`config.mk`:
```
export PLATFORM = sky130hd
export DESIGN_NAME = pport_uart_cfg
export DESIGN_NICKNAME = d
export VERILOG_FILES = /design/src/hw/pport_uart_cfg_pkg.sv /design/src/hw/pport_uart_cfg.sv
export VERILOG_INCLUDE_DIRS = /design/src /design/src/hw
export SDC_FILE = /design/constraint.sdc
export NUM_CORES = 1
export LEC_CHECK = 0
export BUFFER_PORTS_ARGS = -buffer_cell sky130_fd_sc_hd__buf_2
export CORE_ASPECT_RATIO = 0.6
export CORE_UTILIZATION = 48
export CTS_BUF_LIST = sky130_fd_sc_hd__clkbuf_4 sky130_fd_sc_hd__clkbuf_8 sky130_fd_sc_hd__clkbuf_16
export CTS_CLUSTER_DIAMETER = 200
export CTS_CLUSTER_SIZE = 24
export DETAILED_ROUTE_END_ITERATION = 7
export PLACE_DENSITY = 0.78
export SYNTH_ARGS = -nofsm -noshare
export SYNTH_HDL_FRONTEND = slang
export SYNTH_SLANG_ARGS = --single-unit
export TNS_END_PERCENT = 1
```
`constraint.sdc`:
```
create_clock -name mclk -period 2.16 [get_ports mclk]
set_input_delay 0 -clock mclk [delete_from_list [all_inputs] [get_ports mclk]]
set_output_delay 0 -clock mclk [all_outputs]
set_load 0.005 [all_outputs]
```
`src/hw/pport_uart_cfg_defines.svh`:
```
// register indices, byte addresses, field positions, reset values, timing
// assumes: included by bare name; byte address is four times the index
`ifndef PPORT_UART_CFG_DEFINES_SVH
`define PPORT_UART_CFG_DEFINES_SVH

// ----------------------------------------------------------------
// register indices and logical device numbers
// ----------------------------------------------------------------
`define IDX_LD_SELECT 8'h07
`define IDX_STATUS 8'h08
`define IDX_PP_CTRL 8'hf0
`define IDX_PP_ROUTE 8'hf1
`define IDX_SP1_OPT 8'hf0
`define LD_PPORT 8'h03
`define LD_SERIAL1 8'h04
`define BYTE_ADDR(idx) (12'(idx) << 2)

// ----------------------------------------------------------------
// reset values
// ----------------------------------------------------------------
`define RST_PP_CTRL 8'h3c
`define RST_PP_ROUTE 8'h00
`define RST_SP1_OPT 8'h00
`define RST_LD_SELECT 8'h00

// ----------------------------------------------------------------
// field positions
// ----------------------------------------------------------------
`define PP_MODE_LSB 0
`define PP_THR_LSB 3
`define PP_STYLE_BIT 7
`define ROUTE_DMA_LSB 0
`define ROUTE_IRQ_LSB 3
`define ROUTE_USED_MASK 8'h3f
`define SP1_MIDI_BIT 0
`define SP1_HS_BIT 1
`define SP1_SHARE_BIT 7

// ----------------------------------------------------------------
// protocol codes and timing
// ----------------------------------------------------------------
`define PP_MODE_PRINTER 3'h4
`define PP_MODE_SPP 3'h0
`define AXI_OKAY 2'h0
`define AXI_SLVERR 2'h2
`define MCLK_MHZ 40
`define PP_PULSE_NS 100
`define PP_PULSE_CYC ((`PP_PULSE_NS * `MCLK_MHZ + 999) / 1000)

`endif

```
`src/hw/pport_uart_cfg_pkg.sv`:
```
// types shared by the configuration block and its bench
// assumes: constants live in pport_uart_cfg_defines.svh
package pport_uart_cfg_pkg;
   typedef logic [2:0] pp_mode_t;
   typedef logic [3:0] irq_line_t;
   typedef enum logic [2:0] {sel_none, sel_ld, sel_stat, sel_pp, sel_route,
      sel_sp1} reg_sel_t;
   typedef enum logic [1:0] {irq_idle, irq_pulse, irq_hold} pulse_state_t;
endpackage

```
`src/hw/pport_uart_cfg.sv`:
```
// parallel port and serial port 1 logical device configuration bank
// assumes: AXI4-Lite master, one clock mclk, synchronous reset rst,
// pin inputs synchronous to mclk, pin enables resolved outside
//
// Functional notes
// RULE1 - three-bit field picks parallel port mode; printer mode 100 at reset
// RULE2 - four-bit FIFO threshold field, reset value 0111
// RULE3 - style one: interrupt pin pulses low then floats
// RULE4 - style zero: interrupt pin follows acknowledge level in advanced modes
// RULE5 - style bit ignored in printer and standard bidirectional modes
// RULE6 - DMA field: 000 jumpered channel, 001-011 channels 1-3
// RULE7 - IRQ field: 000 jumpered, then lines 7,9,10,11,14,15,5
// RULE8 - routing bits 7:6 drop writes and read zero
// RULE9 - DMA and IRQ routing mirrored to port's read-only config B
// RULE10 - serial option bit 0 enables instrument interface, reset zero
// RULE11 - serial option bit 1 enables high speed, reset zero
// RULE12 - software writes zero to serial option bits 6:2
// RULE13 - serial option bit 7 makes both UARTs share one line
// RULE14 - separate lines: pin floats when gate 0, else drives request
// RULE15 - shared: pins float if no gate set, else OR gated requests
// RULE16 - reset values load on reset; access needs own device selected
// RULE17 - read-write fields read back last write; reserved bits read zero; serial option bits 6:2 store and read back what was written
//
// The AXI4-Lite slave port is this design's own decision.
`timescale 1ns/1ps
`include "pport_uart_cfg_defines.svh"

module pport_uart_cfg #(
   parameter int ADDR_W = 12
) (
   input wire logic mclk,
   input wire logic rst,
   input wire logic [ADDR_W-1:0] awaddr,
   input wire logic awvalid,
   output logic awready,
   input wire logic [31:0] wdata,
   input wire logic [3:0] wstrb,
   input wire logic wvalid,
   output logic wready,
   output logic [1:0] bresp,
   output logic bvalid,
   input wire logic bready,
   input wire logic [ADDR_W-1:0] araddr,
   input wire logic arvalid,
   output logic arready,
   output logic [31:0] rdata,
   output logic [1:0] rresp,
   output logic rvalid,
   input wire logic rready,
   input wire logic ack_n,
   input wire logic pp_irq_req,
   input wire logic uart1_req,
   input wire logic uart2_req,
   input wire logic uart1_gate,
   input wire logic uart2_gate,
   output pport_uart_cfg_pkg::pp_mode_t pp_mode,
   output logic [3:0] fifo_threshold,
   output logic interrupt_output_style,
   output logic [2:0] cfgb_dma_sel,
   output logic [2:0] cfgb_irq_sel,
   output pport_uart_cfg_pkg::irq_line_t irq_line_num,
   output logic midi_en,
   output logic high_speed_en,
   output logic share_irq,
   output logic port_interrupt_output_o,
   output logic port_interrupt_output_oe,
   output logic uart1_irq_o,
   output logic uart1_irq_oe,
   output logic uart2_irq_o,
   output logic uart2_irq_oe
);
   import pport_uart_cfg_pkg::*;

   localparam int PULSE_CYC = `PP_PULSE_CYC < 1 ? 1 : `PP_PULSE_CYC;

   // ----------------------------------------------------------------
   // address decode
   // ----------------------------------------------------------------
   logic [7:0] ld_q, ld_d;

   // the shared index only maps to the device that is selected
   function automatic reg_sel_t decode(input logic [ADDR_W-1:0] a,
                                       input logic [7:0] ld);
      reg_sel_t s;
      s = sel_none;
      if (a == ADDR_W'(`BYTE_ADDR(`IDX_LD_SELECT))) begin
         s = sel_ld;
      end else if (a == ADDR_W'(`BYTE_ADDR(`IDX_STATUS))) begin
         s = sel_stat;
      end else if (ld == `LD_PPORT) begin // [RULE16]
         if (a == ADDR_W'(`BYTE_ADDR(`IDX_PP_CTRL))) begin
            s = sel_pp;
         end else if (a == ADDR_W'(`BYTE_ADDR(`IDX_PP_ROUTE))) begin
            s = sel_route;
         end
      end else if (ld == `LD_SERIAL1 &&
                   a == ADDR_W'(`BYTE_ADDR(`IDX_SP1_OPT))) begin
         s = sel_sp1; // [RULE16]
      end
      return s;
   endfunction

   // ----------------------------------------------------------------
   // write channel and configuration registers
   // ----------------------------------------------------------------
   logic aw_got_q, aw_got_d, w_got_q, w_got_d;
   logic [ADDR_W-1:0] waddr_q, waddr_d;
   logic [7:0] wbyte_q, wbyte_d;
   logic wlane_q, wlane_d;
   logic bvalid_q, bvalid_d;
   logic [1:0] bresp_q, bresp_d;
   logic [7:0] pp_ctrl_q, pp_ctrl_d, route_q, route_d, sp1_q, sp1_d;
   logic wr_fire;
   reg_sel_t wsel;

   assign awready = !aw_got_q && !bvalid_q;
   assign wready = !w_got_q && !bvalid_q;
   assign wr_fire = aw_got_q && w_got_q && !bvalid_q;
   assign wsel = decode(waddr_q, ld_q);

   // address and data are latched apart so either may come first
   always_comb begin
      aw_got_d = aw_got_q;
      w_got_d = w_got_q;
      waddr_d = waddr_q;
      wbyte_d = wbyte_q;
      wlane_d = wlane_q;
      bvalid_d = bvalid_q;
      bresp_d = bresp_q;
      ld_d = ld_q;
      pp_ctrl_d = pp_ctrl_q;
      route_d = route_q;
      sp1_d = sp1_q;
      if (awvalid && awready) begin
         aw_got_d = 1'b1;
         waddr_d = awaddr;
      end
      if (wvalid && wready) begin
         w_got_d = 1'b1;
         wbyte_d = wdata[7:0];
         wlane_d = wstrb[0];
      end
      if (bvalid_q && bready) begin
         bvalid_d = 1'b0;
      end
      if (wr_fire) begin
         aw_got_d = 1'b0;
         w_got_d = 1'b0;
         bvalid_d = 1'b1;
         bresp_d = (wsel == sel_none || wsel == sel_stat) ?
                   `AXI_SLVERR : `AXI_OKAY;
         // only the low lane carries these 8-bit registers
         if (wlane_q) begin
            case (wsel)
               sel_ld: ld_d = wbyte_q;
               sel_pp: pp_ctrl_d = wbyte_q; // [RULE1] [RULE2] [RULE17]
               sel_route: route_d = wbyte_q & `ROUTE_USED_MASK; // [RULE8]
               sel_sp1: sp1_d = wbyte_q; // [RULE10] [RULE11] [RULE13]
               default: ;
            endcase
         end
      end
   end

   // register stage; reset loads every documented default
   always_ff @(posedge mclk) begin
      if (rst) begin
         aw_got_q <= 1'b0;
         w_got_q <= 1'b0;
         waddr_q <= '0;
         wbyte_q <= 8'h00;
         wlane_q <= 1'b0;
         bvalid_q <= 1'b0;
         bresp_q <= `AXI_OKAY;
         ld_q <= `RST_LD_SELECT;
         pp_ctrl_q <= `RST_PP_CTRL; // [RULE16]
         route_q <= `RST_PP_ROUTE;
         sp1_q <= `RST_SP1_OPT;
      end else begin
         aw_got_q <= aw_got_d;
         w_got_q <= w_got_d;
         waddr_q <= waddr_d;
         wbyte_q <= wbyte_d;
         wlane_q <= wlane_d;
         bvalid_q <= bvalid_d;
         bresp_q <= bresp_d;
         ld_q <= ld_d;
         pp_ctrl_q <= pp_ctrl_d;
         route_q <= route_d;
         sp1_q <= sp1_d;
      end
   end

   assign bvalid = bvalid_q;
   assign bresp = bresp_q;

   // ----------------------------------------------------------------
   // configuration outputs
   // ----------------------------------------------------------------
   assign pp_mode = pp_ctrl_q[`PP_MODE_LSB +: 3]; // [RULE1]
   assign fifo_threshold = pp_ctrl_q[`PP_THR_LSB +: 4]; // [RULE2]
   assign interrupt_output_style = pp_ctrl_q[`PP_STYLE_BIT];
   assign cfgb_dma_sel = route_q[`ROUTE_DMA_LSB +: 3]; // [RULE6] [RULE9]
   assign cfgb_irq_sel = route_q[`ROUTE_IRQ_LSB +: 3]; // [RULE9]
   assign midi_en = sp1_q[`SP1_MIDI_BIT]; // [RULE10]
   assign high_speed_en = sp1_q[`SP1_HS_BIT]; // [RULE11]
   assign share_irq = sp1_q[`SP1_SHARE_BIT]; // [RULE13]

   // irq line number; zero means the jumpered line
   always_comb begin
      case (cfgb_irq_sel) // [RULE7]
         3'h1: irq_line_num = 4'h7;
         3'h2: irq_line_num = 4'h9;
         3'h3: irq_line_num = 4'ha;
         3'h4: irq_line_num = 4'hb;
         3'h5: irq_line_num = 4'he;
         3'h6: irq_line_num = 4'hf;
         3'h7: irq_line_num = 4'h5;
         default: irq_line_num = 4'h0;
      endcase
   end

   // ----------------------------------------------------------------
   // parallel port interrupt pin
   // ----------------------------------------------------------------
   pulse_state_t pst_q, pst_d;
   logic [7:0] pcnt_q, pcnt_d;
   logic req_q, pio_q, pio_d, poe_q, poe_d;
   logic legacy, pulse_mode;

   assign legacy = pp_mode == `PP_MODE_PRINTER || pp_mode == `PP_MODE_SPP;
   assign pulse_mode = !legacy && interrupt_output_style;

   // pulse low for a fixed time on each new request, then float
   always_comb begin
      pst_d = pst_q;
      pcnt_d = pcnt_q;
      case (pst_q)
         irq_idle: if (pulse_mode && pp_irq_req && !req_q) begin
            pst_d = irq_pulse;
            pcnt_d = 8'(PULSE_CYC - 1);
         end
         irq_pulse: if (pcnt_q == 8'h00) begin
            pst_d = irq_hold;
         end else begin
            pcnt_d = pcnt_q - 8'h01;
         end
         irq_hold: if (!pp_irq_req) begin
            pst_d = irq_idle;
         end
         default: pst_d = irq_idle;
      endcase
      if (!pulse_mode) begin
         pst_d = irq_idle;
      end
      if (legacy) begin
         pio_d = pp_irq_req; // style ignored here [RULE5]
         poe_d = 1'b1;
      end else if (interrupt_output_style) begin
         pio_d = 1'b0; // [RULE3]
         poe_d = pst_d == irq_pulse;
      end else begin
         pio_d = ack_n; // [RULE4]
         poe_d = 1'b1;
      end
   end

   // pin is registered so its level never glitches on a decode change
   always_ff @(posedge mclk) begin
      if (rst) begin
         pst_q <= irq_idle;
         pcnt_q <= 8'h00;
         req_q <= 1'b0;
         pio_q <= 1'b0;
         poe_q <= 1'b0;
      end else begin
         pst_q <= pst_d;
         pcnt_q <= pcnt_d;
         req_q <= pp_irq_req;
         pio_q <= pio_d;
         poe_q <= poe_d;
      end
   end

   assign port_interrupt_output_o = pio_q;
   assign port_interrupt_output_oe = poe_q;

   // ----------------------------------------------------------------
   // uart interrupt pins
   // ----------------------------------------------------------------
   logic u1o_q, u1o_d, u1e_q, u1e_d, u2o_q, u2o_d, u2e_q, u2e_d;
   logic any_gate, any_req;

   assign any_gate = uart1_gate || uart2_gate;
   assign any_req = (uart1_req && uart1_gate) || (uart2_req && uart2_gate);

   // separate lines follow each gate; shared lines merge both
   always_comb begin
      if (share_irq) begin
         u1e_d = any_gate; // [RULE15]
         u2e_d = any_gate;
         u1o_d = any_req;
         u2o_d = any_req;
      end else begin
         u1e_d = uart1_gate; // [RULE14]
         u2e_d = uart2_gate;
         u1o_d = uart1_req && uart1_gate;
         u2o_d = uart2_req && uart2_gate;
      end
   end

   // registered pin levels
   always_ff @(posedge mclk) begin
      if (rst) begin
         u1o_q <= 1'b0;
         u1e_q <= 1'b0;
         u2o_q <= 1'b0;
         u2e_q <= 1'b0;
      end else begin
         u1o_q <= u1o_d;
         u1e_q <= u1e_d;
         u2o_q <= u2o_d;
         u2e_q <= u2e_d;
      end
   end

   assign uart1_irq_o = u1o_q;
   assign uart1_irq_oe = u1e_q;
   assign uart2_irq_o = u2o_q;
   assign uart2_irq_oe = u2e_q;

   // ----------------------------------------------------------------
   // read channel
   // ----------------------------------------------------------------
   logic rvalid_q, rvalid_d;
   logic [31:0] rdata_q, rdata_d;
   logic [1:0] rresp_q, rresp_d;
   reg_sel_t rsel;

   assign arready = !rvalid_q;
   assign rsel = decode(araddr, ld_q);

   // one read in flight; data is captured at the address handshake
   always_comb begin
      rvalid_d = rvalid_q;
      rdata_d = rdata_q;
      rresp_d = rresp_q;
      if (rvalid_q && rready) begin
         rvalid_d = 1'b0;
      end
      if (arvalid && arready) begin
         rvalid_d = 1'b1;
         rresp_d = `AXI_OKAY;
         case (rsel)
            sel_ld: rdata_d = {24'h0, ld_q};
            sel_stat: rdata_d = {26'h0, u2o_q, u2e_q, u1o_q, u1e_q,
                                 pio_q, poe_q};
            sel_pp: rdata_d = {24'h0, pp_ctrl_q}; // [RULE17]
            sel_route: rdata_d = {24'h0, route_q}; // [RULE8]
            sel_sp1: rdata_d = {24'h0, sp1_q}; // [RULE12]
            default: begin
               rdata_d = 32'h0;
               rresp_d = `AXI_SLVERR;
            end
         endcase
      end
   end

   // read response registers
   always_ff @(posedge mclk) begin
      if (rst) begin
         rvalid_q <= 1'b0;
         rdata_q <= 32'h0;
         rresp_q <= `AXI_OKAY;
      end else begin
         rvalid_q <= rvalid_d;
         rdata_q <= rdata_d;
         rresp_q <= rresp_d;
      end
   end

   assign rvalid = rvalid_q;
   assign rdata = rdata_q;
   assign rresp = rresp_q;
endmodule

```
==> run metrics, run 1 <==
Hold Startpoint arvalid; fin nets 617; Initial DRC Count 271; Hold Slack 0.05109 ns; # setup viols final 0; YS warnings 0; vias 3444; worst path required time 2.38 ns; Setup Buffers After CTS 0; PortBufs 87; initial core utilization 50.83%; number of global-route vias before repair 3145; Worst R2R End pp_ctrl_q[4]; first-pass GRT wire length 15660 um; CP startpoint kind register; Worst R2R Start ld_q[3]; Mapped Area between 0.003 and 0.004 mm^2; Avg Inst Size Synth 8.912 um^2; initial antenna violation count 0; clk sink count 82; Hold EP rresp[1]; root buf cell clkbuf_16; grt ovf 0; Syn-to-layout area delta 29.11%; CP max stage delay 0.59 ns; FP Rows 24; via-per-instance ratio 5.298; GP Congestion 0.7887; TritonCTS clock tree built; drt pass-1 iters 5; H-tree Lvls 3; leakage 2.212 nW; worst path bufs/invs 1; Max-Cap Viols 0; Crit Path Max Fanout 12; # IOs 141; total negative setup slack 0 ns; FF-to-FF path depth 5; slowest CP cell or4_4; r2r setup slk 0.08 ns; outcome complete, no violations; Num CTS Buffers 9; clock buffer depth 2; Rel. slew slack a little under three fifths; Clk Latency, worst-skew pair 0.33 ns; die area 0.008224 mm^2; register area share after synthesis 43.54%; delay-heaviest family, CP simple AND/OR/NAND/NOR gates; layout cell share with drive strength beyond 1 24.18%; dpl hpwl 7079 um; Core Box Area 0.007417 mm^2; clock slew at reported path FFs 0.06 ns; Main synth FF type dfxtp_1; cell count after synthesis 423; Max Slew Vio Count 0; Diodes inserted 0; asr flop ratio synth 0%; crit end category register; WP data arrival around 2.3 ns; total global-route track usage ~25%; Synth cell types 50; largest net degree at the start of global routing 29; EDFF count, synth 0; final hold vios 0; maximum VDD drop 0.4554 mV; Antenna Violating Nets Remaining 0; crit-path cells or4_4, nor4_4, nand4_1, buf_4, a211o_1; WL/cell 15.28 um; highest clock rate 0.4818 GHz; die extent in x between 100 and 150 um; Worst Skew 0.007718 ns; post-route minimum period 2.075 ns; hold path cells 4; synthesized flop and latch total 82; residual DRC count 0; Hold Path Class primary input to register; die extent in y 70.65 um; Least-Margin Pin Slew 0.6567 ns; Total Routed Length 9929 um; final period utilization 96.08%; Crit Path Class register to register; Pwr Density approximately 710 mW/mm^2; RSZ-0062 raised after global routing no
-- power breakdown --
group	internal, W	total, W	switching [W]
combinational	0.000133	0.000290	0.000157
sequential	0.00156	0.00160	0.0000425
clock	0.000998	0.00157	0.000574
-- synth_stat cells (all sizes together) (5+ instances only) --
cell | n | area, um^2
dfxtp | 82 | 1642
nor2 | 53 | 198.9
nand2 | 47 | 176.4
buf | 36 | 240.2
a21oi | 29 | 145.1
mux2i | 26 | 260.3
a22oi | 13 | 97.59
nand3 | 12 | 60.06
clkbuf | 10 | 37.54
nor3 | 10 | 50.05
a22o | 8 | 70.07
inv | 8 | 30.03
o21ai | 8 | 51.30
mux2 | 7 | 78.83
nor4 | 7 | 103.9
o22ai | 6 | 37.54
nor2b | 5 | 31.28
or4 | 5 | 41.29
xor2 | 5 | 43.79
-- metrics by stage --
| step | instances | total power (W) | instance area [um^2] | utilization, % | setup slack, ns |
|---|---|---|---|---|---|
| finish | 650 | 0.003461 | 4867 | 65.62 | 0.08459 |
| global route | 650 | 0.003584 | 4867 | 65.62 | 0.008685 |
| CTS | 650 | 0.003481 | 4861 | 65.54 | 0.09522 |
| detailed placement | 604 | 0.001868 | 4234 | 57.08 | 0.1033 |
| global placement | 604 | 0.001858 | 4234 | 57.08 | 0.1950 |
| floorplan | 448 | 0.001796 | 3864 | - | 0.2210 |
-- cells in the final DEF, fill, tap and decap left out, drive strengths merged, types with 5 or more instances in the layout --
cell and count:
mux2i 26, buf 98, nor2 53, a21oi 29
dfxtp 82, or4 5, dlygate4sd3 32, nor3 10
o22ai 6, conb 26, a22oi 13, nand3 12
inv 8, o21ai 8, mux2 7, xor2 5
nor4 7, a22o 8, nand2 47, clkbuf 9
nor2b 5
-- how the worst max path moves through the flow --
stage | from | endpoint | slack (ns) | cells past startpoint
floorplan | ld_q[3] | pp_ctrl_q[2] | 0.22 | 5
global placement | ld_q[3] | pp_ctrl_q[5] | 0.20 | 5
detailed placement | ld_q[3] | pp_ctrl_q[4] | 0.10 | 5
CTS | ld_q[3] | pp_ctrl_q[4] | 0.1 | 5
global route | ld_q[4] | route_q[4] | 0.009 | 6
finish | ld_q[3] | pp_ctrl_q[4] | 0.08 | 5
-- layer usage --
| metal | GRT usage, % | up-vias | wire, um |
|---|---|---|---|
| met1 | 36.01 | 1603 | 4654 |
| li1 | - | 1679 | - |
| met3 | 5.741 | 12 | 886 |
| met5 | 0 | - | 0 |
| met4 | 7.835 | 0 | 80 |
| met2 | 37.21 | 150 | 4307 |
-- tightest hold or removal path, cell delays in order --
cell and delay (ns):
buf_2 0.09, nand2_1 0.10, nand2_1 0.09, a21oi_1 0.05
-- cells by family after synthesis --
kind of cell / share of synthesized area [%]
AO/OA/AOI/OAI: 14.84
flip-flops: 43.54
adder cells (fa/ha/maj): 0.3318
multiplexers: 8.994
other: 0.09947
XOR/XNOR: 1.162
AND/OR/NAND/NOR: 22.87
buffers and inverters: 8.164
-- state kept, by name, indices dropped and copies added (netlist names), 2 cells and up --
signal and cells:
ld_q 8, pcnt_q 8, pp_ctrl_q 8, pst_q 2
rdata 8, route_q 6, sp1_q 8, waddr_q 12
wbyte_q 8
-- cell type report --
class / instances / area, um^2
clock inverter: 5 / 81.33
fill: 610 / 2550
tap: 104 / 130.1
clock buffer: 9 / 225.2
inverter: 8 / 30.03
timing repair buffer: 130 / 838.3
multi-input combinational: 312 / 1921
sequential: 82 / 1642
-- repair_timing --
action / 4_1_cts / 5_1_grt
gates resized for setup: 0 / 1
endpoints found under the hold margin: 29 / 0
endpoints found under the setup margin: 0 / 2
hold buffers: 32 / 0
Power figures use the tool's default switching activity.
==> run 2: changes to the inputs <==
--- a/config.mk
+++ b/config.mk
@@ -6,6 +6,7 @@
 export SDC_FILE = /design/constraint.sdc
 export NUM_CORES = 1
 export LEC_CHECK = 0
+export ABC_AREA = 1
 export BUFFER_PORTS_ARGS = -buffer_cell sky130_fd_sc_hd__buf_2
 export CORE_ASPECT_RATIO = 0.6
 export CORE_UTILIZATION = 48
@@ -13,7 +14,7 @@
 export CTS_CLUSTER_DIAMETER = 200
 export CTS_CLUSTER_SIZE = 24
 export DETAILED_ROUTE_END_ITERATION = 7
-export PLACE_DENSITY = 0.78
+export PLACE_DENSITY = 0.77
 export SYNTH_ARGS = -nofsm -noshare
 export SYNTH_HDL_FRONTEND = slang
 export SYNTH_SLANG_ARGS = --single-unit
==> constraint.sdc (replaced) <==
create_clock -name mclk -period 2.3 [get_ports mclk]
set_input_delay 0 -clock mclk [delete_from_list [all_inputs] [get_ports mclk]]
set_output_delay 0 -clock mclk [all_outputs]
set_load 0.005 [all_outputs]
==> run metrics, run 2 <==
outcome complete, no violations; WL/cell 13.64 um; total global-route track usage 25.06%; worst setup path startpoint waddr_q[2]; grt ovf 0; most common cell in the netlist nand2_1; EDFF count, synth 0; Initial DRC Count 310; crit end category register; crit path capture ld_q[7]; register area share after synthesis 40.72%; FF-to-FF path depth 5; area leader, netlist dfxtp_1; largest net degree at the start of global routing 31; # fillers 720; initial antenna violation count 0; highest clock rate between 0.5 and 0.6 GHz; most frequent cells in the layout 119 x nand2_1, 87 x buf_2, 82 x dfxtp_1, 68 x nor2_1, 51 x a21oi_1; # setup viols final 0; root buf cell clkbuf_16; Avg Inst Size Synth 7.135 um^2; Pwr Density roughly 660 mW/mm^2; first-pass GRT wire length between 15000 and 20000 um; total negative setup slack 0 ns; PortBufs 87; Clk Latency, worst-skew pair 0.34 ns; Max Slew Vio Count 0; Finished Cell Area 0.005024 mm^2; H-tree Lvls 3; Worst R2R Start waddr_q[2]; post-route minimum period 1.834 ns; synthesized flop and latch total between 80 and 90; maximum VDD drop between 0.4 and 0.5 mV; Core Box Area about 0.0080 mm^2; Max-Cap Viols 0; clock slew at reported path FFs roughly 0.060 ns; die extent in x 120.3 um; commonest non-fill, non-tap cell in the layout nand2_1; Rel. slew slack 62.10%; Mapped Area between 0.004 and 0.005 mm^2; post-synth top area share roughly two fifths; via-per-instance ratio 5.160; final period utilization 79.72%; Hold Path Class primary input to register; # IOs ~140; Worst Skew about 0.0045 ns; vias 4066; Commonest cells post-synth 119 x nand2_1, 82 x dfxtp_1, 68 x nor2_1, 51 x a21oi_1, 50 x inv_1; Least-Margin Pin Slew roughly 0.57 ns; asr flop ratio synth 0%; RSZ-0062 raised after global routing no; final hold vios 0; GP Congestion roughly 0.88; cell count after synthesis 565; Crit Path Max Fanout 16; residual DRC count 0; Syn-to-layout area delta 24.61%; dpl hpwl 7622 um; TritonCTS clock tree built; leakage 2.334 nW; Synth cell types 40; dpl cell area 0.004423 mm^2; Main synth FF type dfxtp_1; initial core utilization 50.34%; max reg flops 12; die area roughly 0.009 mm^2; WP data arrival around 2.0 ns; drt pass-1 iters 5; Crit Path Class register to register; YS warnings 0; layout cell share with drive strength beyond 1 20.59%; FP Rows 25; Antenna Violating Nets Remaining 0; Diodes inserted 0; r2r setup slk approximately 0.47 ns; clock buffer depth 2; die extent in y 72.99 um; synth top area cells dfxtp_1 41%, nand2_1 11%, a21oi_1 6.3%; Num CTS Buffers 9; worst path required time 2.50 ns; fin nets 749; Total Routed Length 10750 um; Worst R2R End ld_q[7]; number of global-route vias before repair 3652; clk sink count 82; CP startpoint kind register; Largest Register waddr_q
[run 2: how the worst min path moves through the flow]
| stage | startpoint | to | slack, ns | depth (start not counted) |
|---|---|---|---|---|
| floorplan | uart1_gate | uart1_irq_oe | 0.13 | 2 |
| global placement | uart1_gate | uart1_irq_oe | 0.25 | 3 |
| detailed placement | uart2_gate | uart2_irq_oe | 0.25 | 3 |
| CTS | wdata[5] | wbyte_q[5] | 0.005 | 3 |
| global route | wdata[5] | wbyte_q[5] | 0.01 | 3 |
| finish | wdata[5] | wbyte_q[5] | 0.01 | 3 |
[run 2: per-stage QoR]
step,instances,setup WS [ns],total power [W],hold WS [ns],util (%)
finish,788,0.4664,0.003297,0.01086,62.73
global route,788,0.1898,0.003409,0.01102,62.73
CTS,788,0.4510,0.003303,0.005464,62.73
detailed placement,743,0.4609,0.001787,0.2528,55.23
global placement,743,0.5150,0.001776,0.2458,55.23
floorplan,590,0.7826,0.001718,0.1294,-
[run 2: repair_timing]
action                                 CTS  global route
hold buffers                            29             0
endpoints found under the hold margin   28             0
buffers inserted                         0             0
resized for setup                        0             0
[run 2: where the power goes]
| group | leakage (nW) | internal (W) | switching, W |
|---|---|---|---|
| clock | 0.157 | 0.000935 | 0.000559 |
| sequential | 0.668 | 0.00147 | 0.0000459 |
| combinational | 1.51 | 0.000121 | 0.000164 |
[run 2: metal layers]
layer	vias to the layer above	track usage (%)	part of all wire [%]
li1	2011	-	-
met1	1874	32.49	46
met2	160	41.00	46
met3	21	7.187	6.9
met4	0	7.270	1.3
met5	-	0	0
[run 2: cell families (layout without fill, tap and decap cells)]
family	after synthesis	after routing	share of synthesized area (%)
AO/OA/AOI/OAI	104	104	13.78
XOR/XNOR	4	4	0.8689
adder cells (fa/ha/maj)	1	1	0.3103
buffers and inverters	104	194	12.91
flip-flops	82	82	40.72
other	1	26	0.09302
AND/OR/NAND/NOR	269	269	31.32
[run 2: area by class of cell]
cell class / count / area [um^2] / share of cell area, %
inverter: 58 / 217.7 / 4.334
clock inverter: 2 / 35.03 / 0.6974
tap: 108 / 135.1 / 2.690
multi-input combinational: 404 / 1963 / 39.08
sequential: 82 / 1642 / 32.68
clock buffer: 14 / 275.3 / 5.479
timing repair buffer: 120 / 755.7 / 15.04
[run 2: critical path, stage by stage, from the launching register on]
cell and delay [ns]:
dfxtp_1 0.41, nand4_1 0.12, nor4_1 0.31, nand3_1 0.47, o21ai_0 0.31, a21oi_1 0.07
==> run 3: changes to the inputs <==
--- a/config.mk
+++ b/config.mk
@@ -6,15 +6,15 @@
 export SDC_FILE = /design/constraint.sdc
 export NUM_CORES = 1
 export LEC_CHECK = 0
-export ABC_AREA = 1
+export ABC_AREA = 0
 export BUFFER_PORTS_ARGS = -buffer_cell sky130_fd_sc_hd__buf_2
 export CORE_ASPECT_RATIO = 0.6
-export CORE_UTILIZATION = 48
+export CORE_UTILIZATION = 44
 export CTS_BUF_LIST = sky130_fd_sc_hd__clkbuf_4 sky130_fd_sc_hd__clkbuf_8 sky130_fd_sc_hd__clkbuf_16
 export CTS_CLUSTER_DIAMETER = 200
 export CTS_CLUSTER_SIZE = 24
 export DETAILED_ROUTE_END_ITERATION = 7
-export PLACE_DENSITY = 0.77
+export PLACE_DENSITY = 0.76
 export SYNTH_ARGS = -nofsm -noshare
 export SYNTH_HDL_FRONTEND = slang
 export SYNTH_SLANG_ARGS = --single-unit
==> constraint.sdc (replaced) <==
create_clock -name mclk -period 1.5 [get_ports mclk]
set_input_delay 0 -clock mclk [delete_from_list [all_inputs] [get_ports mclk]]
set_output_delay 0 -clock mclk [all_outputs]
set_load 0.005 [all_outputs]
==> run metrics, run 3 (same netlist as run 1, synthesis figures left out) <==
outcome finished with violations; violations in the final reports setup timing; crit end category register; worst path required time 1.73 ns; CP startpoint kind register; grt ovf 0; Met1 Wirelength 5069 um; Least-Margin Pin Slew 0.5269 ns; Finished Cell Area 0.005220 mm^2; Clk Latency, worst-skew pair roughly 0.34 ns; first-pass GRT wire length 16620 um; number of global-route vias before repair between 3k and 4k; Crit Path Max Fanout 12; TritonCTS clock tree built; Syn-to-layout area delta 38.47%; delay-heaviest family, CP simple AND/OR/NAND/NOR gates; Rel. slew slack 64.75%; root buf cell clkbuf_16; Num CTS Buffers 9; Total Routed Length 10540 um; # setup viols final 50; WP data arrival 2.13 ns; most frequent cells in the layout 87 x buf_2, 81 x dfxtp_1, 52 x nor2_1, 46 x nand2_1, 44 x buf_4; Crit Path Class register to register; # IOs between 100 and 150; maximum VDD drop 0.6915 mV; highest clock rate roughly 0.52 GHz; crit-path cells or4_4, nor4_4, nand4_1, buf_6, a211o_1; WL met2 4523 um; layout cell share with drive strength beyond 1 a little under a third; slowest CP cell or4_4; clk sink count 82; Largest Register waddr_q; largest net degree at the start of global routing 62; Max-Cap Viols 0; clock buffer depth 2; Pwr Density 939.9 mW/mm^2; FP Rows 25; dpl hpwl 7641 um; H-tree Lvls 3; CP max stage delay between 0.5 and 0.6 ns; Met3 Wirelength 831 um; fin nets 655; Core Box Area about 0.0081 mm^2; Antenna Violating Nets Remaining 0; die extent in x ~120 um; die extent in y roughly 74 um; Initial DRC Count ~240; dpl cell area roughly 0.0045 mm^2; uppermost layer routed met4; GP Congestion 0.8440; initial antenna violation count 0; drt pass-1 iters 7; PortBufs 87; total negative setup slack -15.01 ns; WL/cell ~15 um; die area 0.008955 mm^2; final period utilization 127.0%; vias 3624; initial core utilization a little under half; post-route minimum period 1.905 ns; setup ws final -0.4048 ns; commonest non-fill, non-tap cell in the layout buf_2; leakage 2.453 nW; RSZ-0062 raised after global routing yes; Hold Path Class primary input to register; Hold Slack about 0.030 ns; final hold vios 0; Diodes inserted 0; clock slew at reported path FFs 0.06 ns; worst path bufs/invs 1; total global-route track usage 24.80%; via-per-instance ratio 5.229; Max Slew Vio Count 0; Worst Skew roughly 0.0045 ns; max reg flops 12; residual DRC count 0
==> run 3: changes by cell type in the layout (fill, tap and decap cells not counted), sizes merged, moves of 22 or more <==
cell   delta
nand4    -22
inv      -48
nand2    -78
buf      +45
mux2i    +26
nor2     -24
a21oi    -24
o21ai    -35
==> run 3: path summary, 6_finish.rpt <==
| path | slack [ns] | cells past startpoint | end | startpoint |
|---|---|---|---|---|
| worst max-delay path | -0.40 | 5 | pp_ctrl_q[3] | ld_q[4] |
| worst min-delay path | 0.03 | 2 | waddr_q[6] | rst |
| worst max register to register | -0.40 | 5 | pp_ctrl_q[3] | ld_q[4] |
| worst min register to register | 0.47 | 2 | waddr_q[0] | waddr_q[0] |
==> run 3: power by group <==
group	internal [W]	leakage (nW)	switching, W
clock network	0.00131	0.144	0.000835
logic	0.000222	1.64	0.000235
registers	0.00224	0.667	0.0000615
total	0.00377	2.45	0.00113
==> run 3: cell type report <==
| class | instances | area, um^2 |
|---|---|---|
| clock inverters | 1 | 7.507 |
| fillers | 656 | 2850 |
| clock buffers | 14 | 287.8 |
| inverters | 8 | 30.03 |
| multi-input cells | 312 | 1966 |
| flip-flops and latches | 82 | 1643 |
| well taps | 108 | 135.1 |
| repair buffers | 168 | 1151 |
==> run 3: worst register-to-register path, stage by stage, from the launching register on <==
cell and delay (ns):
dfxtp_1 0.31, or4_4 0.56, nor4_4 0.32, nand4_1 0.16, buf_6 0.18, a211o_1 0.27
==> run 3: timing repair <==
action / in CTS / in global routing
hold buffers: 32 / 0
buffers inserted: 1 / 0
endpoints found under the setup margin: 50 / 51
pin swaps: 8 / 6
endpoints found under the hold margin: 29 / 0
gates resized for setup: 12 / 2
==> run 3: through the flow <==
step / setup WS (ns) / std cells / power [W] / util [%]
floorplan: -0.3590 / 448 / 0.002594 / -
global placement: -0.3989 / 645 / 0.002718 / 56.28
detailed placement: -0.4565 / 645 / 0.002729 / 56.28
CTS: -0.4085 / 693 / 0.004938 / 64.60
global route: -0.4923 / 693 / 0.005108 / 64.68
finish: -0.4048 / 693 / 0.004906 / 64.68
==> run 3: per-layer routing <==
| metal | vias to the layer above | global-route usage, % |
|---|---|---|
| li1 | 1753 | - |
| met1 | 1716 | 34.05 |
| met2 | 140 | 37.75 |
| met3 | 15 | 7.609 |
| met4 | 0 | 6.310 |
| met5 | - | 0 |
